## src/verilog/list_sweep_map.svh

```systemverilog
`ifndef LIST_SWEEP_MAP_SVH
`define LIST_SWEEP_MAP_SVH

// Number of sweep points reported on the handler port.
`define LS_NUM_POINTS 10
// Least external trigger pulse width, in nanoseconds.
`define LS_TRIG_MIN_NS 1000
`define LS_CLK_PERIOD_NS 4
// Cycles the trigger must stay high before it counts (rounded up).
`define LS_TRIG_MIN_CYC ((`LS_TRIG_MIN_NS + `LS_CLK_PERIOD_NS - 1) / `LS_CLK_PERIOD_NS)
// Cycles each handshake strobe is held low.
`define LS_STROBE_CYC 8
// Idle level of every active-low output.
`define LS_RELEASED 1'b1

`endif

```

## src/verilog/list_sweep_pkg.sv

```systemverilog
`default_nettype none
package list_sweep_pkg;

  typedef enum logic [2:0] {
    ST_IDLE = 3'b000,
    ST_MEASURE = 3'b001,
    ST_COMPARE = 3'b010,
    ST_DONE = 3'b011
  } sweep_state_t;

  // Measurement engine result for one point.
  typedef struct packed {
    logic valid;
    logic [3:0] index;
    logic out_of_limit;
  } point_result_t;

  // Judgement lines toward the handler, all active low.
  typedef struct packed {
    logic [9:0] point_fail_flags_n;
    logic aux_fail_n;
    logic overall_verdict_n;
  } judgement_t;

endpackage

`default_nettype wire

```

## src/verilog/list_sweep_judge.sv

```systemverilog
`timescale 1ns/10ps
`default_nettype none
`include "list_sweep_map.svh"


module list_sweep_judge
  import list_sweep_pkg::*;
#(
  parameter int NUM_POINTS = `LS_NUM_POINTS,
  parameter int TRIG_MIN_CYC = `LS_TRIG_MIN_CYC
) (
  // Clock and reset
  input wire logic sys_clk_i,
  input wire logic rst_n_i,
  // Configuration
  input wire logic sequential_sweep_i,
  input wire logic external_trigger_mode_i,
  input wire logic [3:0] point_count_i,
  // Triggers
  input wire logic external_trigger_i,
  input wire logic int_trigger_i,
  // Measurement engine
  output logic meas_start_o,
  output logic [3:0] meas_index_o,
  input wire logic analog_done_i,
  input wire point_result_t result_i,
  // Handler outputs
  output judgement_t judgement_o,
  output logic analog_done_strobe_n_o,
  output logic measurement_end_strobe_n_o,
  // Status
  output logic busy_o
);

  // ---------------------------------------------------------------
  // Trigger qualification
  // ---------------------------------------------------------------

  logic trig_prev;
  logic [15:0] trig_high_cnt;
  logic trig_armed;
  logic start_req;

  // A rising edge is taken only after the line has been high long enough;
  // this filters glitches shorter than the least pulse width.
  always_ff @(posedge sys_clk_i) begin
    if (!rst_n_i) begin
      trig_prev <= 1'b0;
      trig_high_cnt <= 16'h0000;
      trig_armed <= 1'b0;
    end else begin
      trig_prev <= external_trigger_i;
      if (!external_trigger_i) begin
        trig_high_cnt <= 16'h0000;
        trig_armed <= 1'b1;
      end else if (trig_high_cnt != 16'hffff) begin
        trig_high_cnt <= trig_high_cnt + 16'h0001;
      end
      // Only an external start uses up the armed edge; an internal start
      // must not make the handler raise its line twice.
      if (start_req && external_trigger_mode_i) begin
        trig_armed <= 1'b0;
      end
    end
  end

  always_comb begin
    if (external_trigger_mode_i) begin
      start_req = trig_armed && external_trigger_i && trig_prev &&
                  (trig_high_cnt >= 16'(TRIG_MIN_CYC - 1));
    end else begin
      start_req = int_trigger_i;
    end
  end

  // ---------------------------------------------------------------
  // Sweep sequencer
  // ---------------------------------------------------------------

  sweep_state_t state;
  logic [3:0] index;
  logic [3:0] last_index;
  logic [NUM_POINTS-1:0] fail_acc;
  logic sequential_mode;
  logic point_done;
  logic analog_fire;
  logic end_fire;

  assign last_index = (point_count_i == 4'h0 || point_count_i > 4'(NUM_POINTS)) ?
                      4'(NUM_POINTS - 1) : point_count_i - 4'h1;
  assign point_done = (state == ST_COMPARE) && result_i.valid;

  always_ff @(posedge sys_clk_i) begin
    if (!rst_n_i) begin
      state <= ST_IDLE;
      index <= 4'h0;
      sequential_mode <= 1'b1;
      meas_start_o <= 1'b0;
    end else begin
      meas_start_o <= 1'b0;
      case (state)
        ST_IDLE: begin
          if (start_req) begin
            sequential_mode <= sequential_sweep_i;
            meas_start_o <= 1'b1;
            state <= ST_MEASURE;
          end
        end
        ST_MEASURE: begin
          if (analog_done_i) begin
            state <= ST_COMPARE;
          end
        end
        ST_COMPARE: begin
          if (result_i.valid) begin
            state <= ST_DONE;
          end
        end
        ST_DONE: begin
          if (index == last_index) begin
            index <= 4'h0;
            state <= ST_IDLE;
          end else begin
            index <= index + 4'h1;
            if (sequential_mode) begin
              meas_start_o <= 1'b1;
              state <= ST_MEASURE;
            end else begin
              state <= ST_IDLE;
            end
          end
        end
        default: begin
          state <= ST_IDLE;
        end
      endcase
    end
  end

  // ---------------------------------------------------------------
  // Per-point fail bits
  // ---------------------------------------------------------------

  logic list_start;

  // A trigger taken at point zero opens a new list, so no verdict from
  // the previous part can leak into the flags of this one.
  assign list_start = (state == ST_IDLE) && start_req && (index == 4'h0);

  // Each point owns one accumulator bit, cleared when a list opens and otherwise written only by its own result.
  for (genvar p = 0; p < NUM_POINTS; p++) begin : g_point
    logic acc;

    always_ff @(posedge sys_clk_i) begin
      if (!rst_n_i) begin
        acc <= 1'b0;
      end else if (list_start) begin
        acc <= 1'b0;
      end else if (point_done && (index == 4'(p))) begin
        acc <= result_i.out_of_limit;
      end
    end

    assign fail_acc[p] = acc;
  end

  // ---------------------------------------------------------------
  // Judgement outputs
  // ---------------------------------------------------------------

  logic list_complete;
  logic [NUM_POINTS-1:0] next_fail;

  assign list_complete = (state == ST_DONE) && (index == last_index);

  always_comb begin
    next_fail = fail_acc;
  end

  // Flags are loaded only when the list (or the step, in stepped mode)
  // has completed, so the handler never sees a half-built set.
  always_ff @(posedge sys_clk_i) begin
    if (!rst_n_i) begin
      judgement_o <= '1;
    end else if (state == ST_DONE && (sequential_mode ? list_complete : 1'b1)) begin
      for (int i = 0; i < NUM_POINTS; i++) begin
        judgement_o.point_fail_flags_n[i] <= !next_fail[i];
      end
      judgement_o.aux_fail_n <= !(|next_fail);
      judgement_o.overall_verdict_n <= !(|next_fail);
    end
  end

  // ---------------------------------------------------------------
  // Handshake strobes
  // ---------------------------------------------------------------

  // Analog-done fires on every point in stepped mode, on the last in sequential.
  assign analog_fire = (state == ST_MEASURE) && analog_done_i &&
                       (!sequential_mode || index == last_index);
  // Measurement-end fires one cycle after the outputs load, so data leads it.
  always_ff @(posedge sys_clk_i) begin
    if (!rst_n_i) begin
      end_fire <= 1'b0;
    end else begin
      end_fire <= (state == ST_DONE) && (!sequential_mode || list_complete);
    end
  end

  list_sweep_strobe #(
    .WIDTH(`LS_STROBE_CYC)
  ) u_analog_strobe (
    .sys_clk_i(sys_clk_i),
    .rst_n_i(rst_n_i),
    .fire_i(analog_fire),
    .strobe_n_o(analog_done_strobe_n_o)
  );

  list_sweep_strobe #(
    .WIDTH(`LS_STROBE_CYC)
  ) u_end_strobe (
    .sys_clk_i(sys_clk_i),
    .rst_n_i(rst_n_i),
    .fire_i(end_fire),
    .strobe_n_o(measurement_end_strobe_n_o)
  );

  assign meas_index_o = index;
  assign busy_o = (state != ST_IDLE);

endmodule

`default_nettype wire

```

## src/verilog/list_sweep_strobe.sv

```systemverilog
`timescale 1ns/10ps
`default_nettype none
`include "list_sweep_map.svh"

// Stretches a one-cycle event into an active-low pulse of fixed width.
module list_sweep_strobe
  import list_sweep_pkg::*;
#(
  parameter int WIDTH = `LS_STROBE_CYC
) (
  // Clock and reset
  input wire logic sys_clk_i,
  input wire logic rst_n_i,
  // Event in, strobe out
  input wire logic fire_i,
  output logic strobe_n_o
);

  logic [7:0] count;

  always_ff @(posedge sys_clk_i) begin
    if (!rst_n_i) begin
      count <= 8'h00;
    end else if (fire_i) begin
      count <= 8'(WIDTH);
    end else if (count != 8'h00) begin
      count <= count - 8'h01;
    end
  end

  always_ff @(posedge sys_clk_i) begin
    if (!rst_n_i) begin
      strobe_n_o <= `LS_RELEASED;
    end else begin
      strobe_n_o <= !(fire_i || count > 8'h01);
    end
  end

endmodule

`default_nettype wire
```

## config.mk

```make
export PLATFORM = sky130hd
export DESIGN_NAME = list_sweep_judge
export DESIGN_NICKNAME = d
export VERILOG_FILES = /design/src/verilog/list_sweep_pkg.sv /design/src/verilog/list_sweep_judge.sv /design/src/verilog/list_sweep_strobe.sv
export VERILOG_INCLUDE_DIRS = /design/src /design/src/verilog
export SDC_FILE = /design/constraint.sdc
export NUM_CORES = 1
export LEC_CHECK = 0
export CAP_MARGIN = 30
export CORE_MARGIN = 5
export CORE_UTILIZATION = 47
export DETAILED_ROUTE_END_ITERATION = 8
export DONT_BUFFER_PORTS = 1
export GPL_TIMING_DRIVEN = 1
export SLEW_MARGIN = 25
export SYNTH_ARGS = -nofsm -noshare
export SYNTH_HDL_FRONTEND = slang
export SYNTH_SLANG_ARGS = --single-unit
```

## constraint.sdc

```tcl
create_clock -name sys_clk_i -period 2.4 [get_ports sys_clk_i]
set_input_delay 0.24 -clock sys_clk_i [delete_from_list [all_inputs] [get_ports sys_clk_i]]
set_output_delay 0.24 -clock sys_clk_i [all_outputs]
set_load 0.005 [all_outputs]
```

==> run_summary.xml <==
<?xml version="1.0" encoding="UTF-8"?>
<metrics>
  <group name="outcome">
    <metric name="run_status" unit="">complete, no violations</metric>
  </group>
  <group name="synthesis">
    <metric name="synth_top_area_frac" unit="">0.407</metric>
    <metric name="synth.top_cells.by_area" unit="">sky130_fd_sc_hd__dfxtp_1, sky130_fd_sc_hd__ha_1, sky130_fd_sc_hd__nor2_1, sky130_fd_sc_hd__xor2_1, sky130_fd_sc_hd__nand3_1</metric>
    <metric name="ys_seq_area_frac" unit="">0.407</metric>
    <metric name="synth_edf_count" unit="">0</metric>
    <metric name="synth.distinct_cells" unit="">44</metric>
    <metric name="synth_top_cell_by_area" unit="">sky130_fd_sc_hd__dfxtp_1</metric>
    <metric name="syn_area" unit="µm²">3240</metric>
    <metric name="syn_avg_cell_area" unit="µm²">8.58</metric>
    <metric name="yosys_warnings" unit="">0</metric>
    <metric name="synth_cells" unit="">378</metric>
    <metric name="ys_async_sr_fraction" unit="">0</metric>
    <metric name="synth_top_flop_cell" unit="">sky130_fd_sc_hd__dfxtp_1</metric>
    <metric name="synth-seq-cells" unit="">66</metric>
    <metric name="synth_fp_nets" unit="">412</metric>
  </group>
  <group name="clocking">
    <metric name="tritoncts.num_buffers" unit="">9</metric>
    <metric name="tritoncts" unit="">yes</metric>
    <metric name="ctsHoldBuffers" unit="">1</metric>
    <metric name="cts.clk_slew.worst_paths" unit="ns">0.08</metric>
    <metric name="clkLatencyLatePin" unit="ns">0.33</metric>
    <metric name="cts_post_setup_buffers_inserted" unit="">0</metric>
    <metric name="clkSinkCount" unit="">66</metric>
    <metric name="cts.root.buffer_cell" unit="">sky130_fd_sc_hd__clkbuf_8</metric>
    <metric name="cts-htree-levels" unit="">3</metric>
    <metric name="ctsResizeCount" unit="">0</metric>
    <metric name="cts.path.max_buffers" unit="">2</metric>
  </group>
  <group name="power_and_ir_drop">
    <metric name="switching_part_of_the_total" unit="">0.310</metric>
    <metric name="max-vdd-ir-drop" unit="V">0.000356</metric>
    <metric name="power_frac_clock" unit="">0.335</metric>
    <metric name="p_seq_frac" unit="">0.406</metric>
    <metric name="static-leakage-power" unit="nW">1.45</metric>
    <metric name="p_comb_frac" unit="">0.259</metric>
    <metric name="power-per-cell-area" unit="nW/µm²">942</metric>
    <metric name="p_sw" unit="mW">1.04</metric>
    <metric name="p_int" unit="mW">2.32</metric>
  </group>
  <group name="layout">
    <metric name="layout.nets" unit="">415</metric>
    <metric name="nFillCells" unit="">649</metric>
    <metric name="layout_common_cells" unit="">sky130_fd_sc_hd__dfxtp_1, sky130_fd_sc_hd__nor2_1, sky130_fd_sc_hd__nand3_1</metric>
    <metric name="area.growth.synth_to_final" unit="%">10.0</metric>
    <metric name="post-route-util" unit="">0.528</metric>
    <metric name="final_antenna_diode_count" unit="">0</metric>
    <metric name="leading_cell_type_in_the_layout_fill_and_taps_excluded" unit="">sky130_fd_sc_hd__dfxtp_1</metric>
    <metric name="finish.cell_count_without_fillers" unit="">466</metric>
    <metric name="drive_above_1_share" unit="">0.0648</metric>
  </group>
  <group name="critical_path">
    <metric name="worstSetupStartpointType" unit="">flop</metric>
    <metric name="setup.reg_to_reg.worst_slack" unit="ns">0.28</metric>
    <metric name="worstRegToRegCells" unit="">9</metric>
    <metric name="criticalPathCategory" unit="">reg2reg</metric>
    <metric name="timing.critical_path.fanout_max" unit="">10</metric>
    <metric name="worstPathRequired" unit="ns">2.60</metric>
    <metric name="timing.critical_path.arrival" unit="ns">2.33</metric>
    <metric name="worst_reg2reg_startpoint" unit="">trig_high_cnt[0]</metric>
    <metric name="worst_setup_path_startpoint" unit="">trig_high_cnt[0]</metric>
    <metric name="cp-end-kind" unit="">flop</metric>
  </group>
  <group name="grt">
    <metric name="grt_pass1_wl" unit="mm">10.7</metric>
    <metric name="global_route.usage.met3" unit="">0.0491</metric>
    <metric name="globalRoute.totalOverflow" unit="">0</metric>
    <metric name="globalRouteMet2Util" unit="">0.215</metric>
    <metric name="grt_start_max_net_pins" unit="">21</metric>
    <metric name="grt_busiest_layer" unit="">met1</metric>
    <metric name="met1_usage" unit="">0.221</metric>
    <metric name="track_usage" unit="">0.156</metric>
    <metric name="grt_pass1_vias" unit="">2227</metric>
    <metric name="antenna_found_initial" unit="">0</metric>
  </group>
  <group name="sta">
    <metric name="max_freq" unit="MHz">472</metric>
    <metric name="slew_headroom" unit="">0.631</metric>
    <metric name="hold_violations_final" unit="">0</metric>
    <metric name="final_min_period" unit="ns">2.12</metric>
    <metric name="finalClockSkew" unit="ns">0.00890</metric>
    <metric name="rsz_0062_raised_after_global_routing" unit="">false</metric>
    <metric name="final_setup_violating_endpoints" unit="">0</metric>
    <metric name="timing.setup.tns" unit="ns">0</metric>
    <metric name="slack_of_the_critical_path" unit="ns">0.279</metric>
    <metric name="worst_slew_pin_slew" unit="ns">0.549</metric>
    <metric name="final_slew_violations" unit="">0</metric>
    <metric name="final_min_period_over_clock_period" unit="">0.884</metric>
  </group>
  <group name="min_path">
    <metric name="worst_hold_path_type" unit="">in2reg</metric>
    <metric name="min_from" unit="">sequential_sweep_i</metric>
    <metric name="timing.hold.worst_path_depth" unit="">2</metric>
  </group>
  <group name="placement">
    <metric name="io_buffers" unit="">0</metric>
    <metric name="place_hpwl" unit="mm">4.67</metric>
    <metric name="place_ws" unit="ns">0.264</metric>
    <metric name="place.detailed.instances" unit="">448</metric>
    <metric name="globalplace.congestion" unit="">0.820</metric>
  </group>
  <group name="detailed_routing">
    <metric name="drt-vias-per-instance" unit="">5.52</metric>
    <metric name="wl" unit="mm">6.49</metric>
    <metric name="route.antenna.remaining_nets" unit="">0</metric>
    <metric name="route.detailed.drc" unit="">0</metric>
    <metric name="via_count" unit="">2570</metric>
    <metric name="drtIter0Drc" unit="">84</metric>
    <metric name="routedWlPerCell" unit="µm">13.9</metric>
    <metric name="detailedRoute.firstPassIterationCount" unit="">4</metric>
  </group>
  <group name="floorplan">
    <metric name="num_rows" unit="">30</metric>
    <metric name="num_io_pins" unit="">37</metric>
    <metric name="design.die.area" unit="µm²">8660</metric>
    <metric name="chipHeight" unit="µm">93.1</metric>
    <metric name="start_util" unit="">0.480</metric>
    <metric name="die_width" unit="µm">93.1</metric>
    <metric name="floorplan.core_area" unit="µm²">6760</metric>
  </group>
  <group name="flow_run">
    <metric name="cap_viol_max_count" unit="">0</metric>
  </group>
</metrics>
## power by group through the flow
stage          logic, mW  registers [mW]  clock network, mW
2_1_floorplan      0.739            1.37                  0
3_3_place_gp       0.856            1.39                  0
3_5_place_dp       0.867            1.39                  0
4_1_cts            0.877            1.37               1.16
5_1_grt             1.00            1.39               1.22
6_report           0.870            1.37               1.13
## final cells by class
cell class	instances	area (µm²)	area share
multi-input combinational	279	1790	0.501
sequential	66	1320	0.370
clock buffer	10	128	0.0358
clock inverter	6	115	0.0322
tap	80	100	0.0280
inverter	20	75.1	0.0210
timing repair buffer	5	42.5	0.0119
## sequential cells by signal (all words and copies together) (netlist names), 2 cells and up
register / cells
g_point.acc: 10
judgement_o: 11
meas_index_o: 4
state: 2
trig_high_cnt: 16
u_analog_strobe.count: 8
u_end_strobe.count: 8
## synth_stat cells, types with 3 or more instances
cell type                  number
sky130_fd_sc_hd__ha_1          17
sky130_fd_sc_hd__and2_1         4
sky130_fd_sc_hd__dfxtp_1       66
sky130_fd_sc_hd__a31oi_1        7
sky130_fd_sc_hd__xnor2_1       11
sky130_fd_sc_hd__clkbuf_1       8
sky130_fd_sc_hd__nand4_1       11
sky130_fd_sc_hd__buf_4          3
sky130_fd_sc_hd__mux2i_1        9
sky130_fd_sc_hd__nand3_1       22
sky130_fd_sc_hd__o21a_1         3
sky130_fd_sc_hd__and3_1        12
sky130_fd_sc_hd__nor2_1        46
sky130_fd_sc_hd__inv_1         20
sky130_fd_sc_hd__nand2_1       17
sky130_fd_sc_hd__nor2b_1        8
sky130_fd_sc_hd__o21ai_1       10
sky130_fd_sc_hd__nor3_1        10
sky130_fd_sc_hd__nand2b_1       6
sky130_fd_sc_hd__a211oi_1       4
sky130_fd_sc_hd__o31ai_1        3
sky130_fd_sc_hd__xor2_1        14
sky130_fd_sc_hd__nor3b_1        3
sky130_fd_sc_hd__o21ai_0       15
sky130_fd_sc_hd__nor4_1         7
sky130_fd_sc_hd__a21oi_1       20
## routing by layer
| layer | up-vias | wire, µm | part of all wire |
|---|---|---|---|
| met5 | - | 0 | 0 |
| met4 | 0 | 65 | 0.010 |
| met3 | 6 | 358 | 0.055 |
| met2 | 45 | 2620 | 0.40 |
| met1 | 1184 | 3450 | 0.53 |
| li1 | 1335 | - | - |
## metrics by stage
| step | cell area, µm² | hold WS, ns | power (mW) |
|---|---|---|---|
| global route | 3570 | 0.00642 | 3.60 |
| global placement | 3310 | 0.308 | 2.24 |
| floorplan | 3240 | 0.365 | 2.10 |
| finish | 3570 | 0.0383 | 3.36 |
| detailed placement | 3310 | 0.313 | 2.26 |
| CTS | 3560 | 0.00544 | 3.40 |
## worst paths after layout
check                          end
max                 g_point[6].acc
min                sequential_mode
max reg2reg         g_point[6].acc
min reg2reg  u_end_strobe.count[3]
## cells by family (layout without fill, tap and decap cells)
kind of cell / after synthesis / count (layout) / share of synthesized area
simple gates: 153 / 153 / 0.239
compound gates: 74 / 74 / 0.146
flops: 66 / 66 / 0.407
buf+inv: 33 / 41 / 0.0417
xor+xnor: 26 / 26 / 0.0725
fa+ha+maj: 17 / 17 / 0.0656
mux: 9 / 9 / 0.0278
## worst max-delay path, cell delays in order (launching register included)
cell and delay [ns]:
sky130_fd_sc_hd__dfxtp_1 0.44, sky130_fd_sc_hd__inv_1 0.07, sky130_fd_sc_hd__ha_1 0.19, sky130_fd_sc_hd__or3b_2 0.18
sky130_fd_sc_hd__nand4_1 0.11, sky130_fd_sc_hd__a31oi_1 0.25, sky130_fd_sc_hd__o21ai_0 0.14, sky130_fd_sc_hd__buf_4 0.17
sky130_fd_sc_hd__o21ai_2 0.36, sky130_fd_sc_hd__nor2_1 0.09
(Power assumes the default switching activity.)
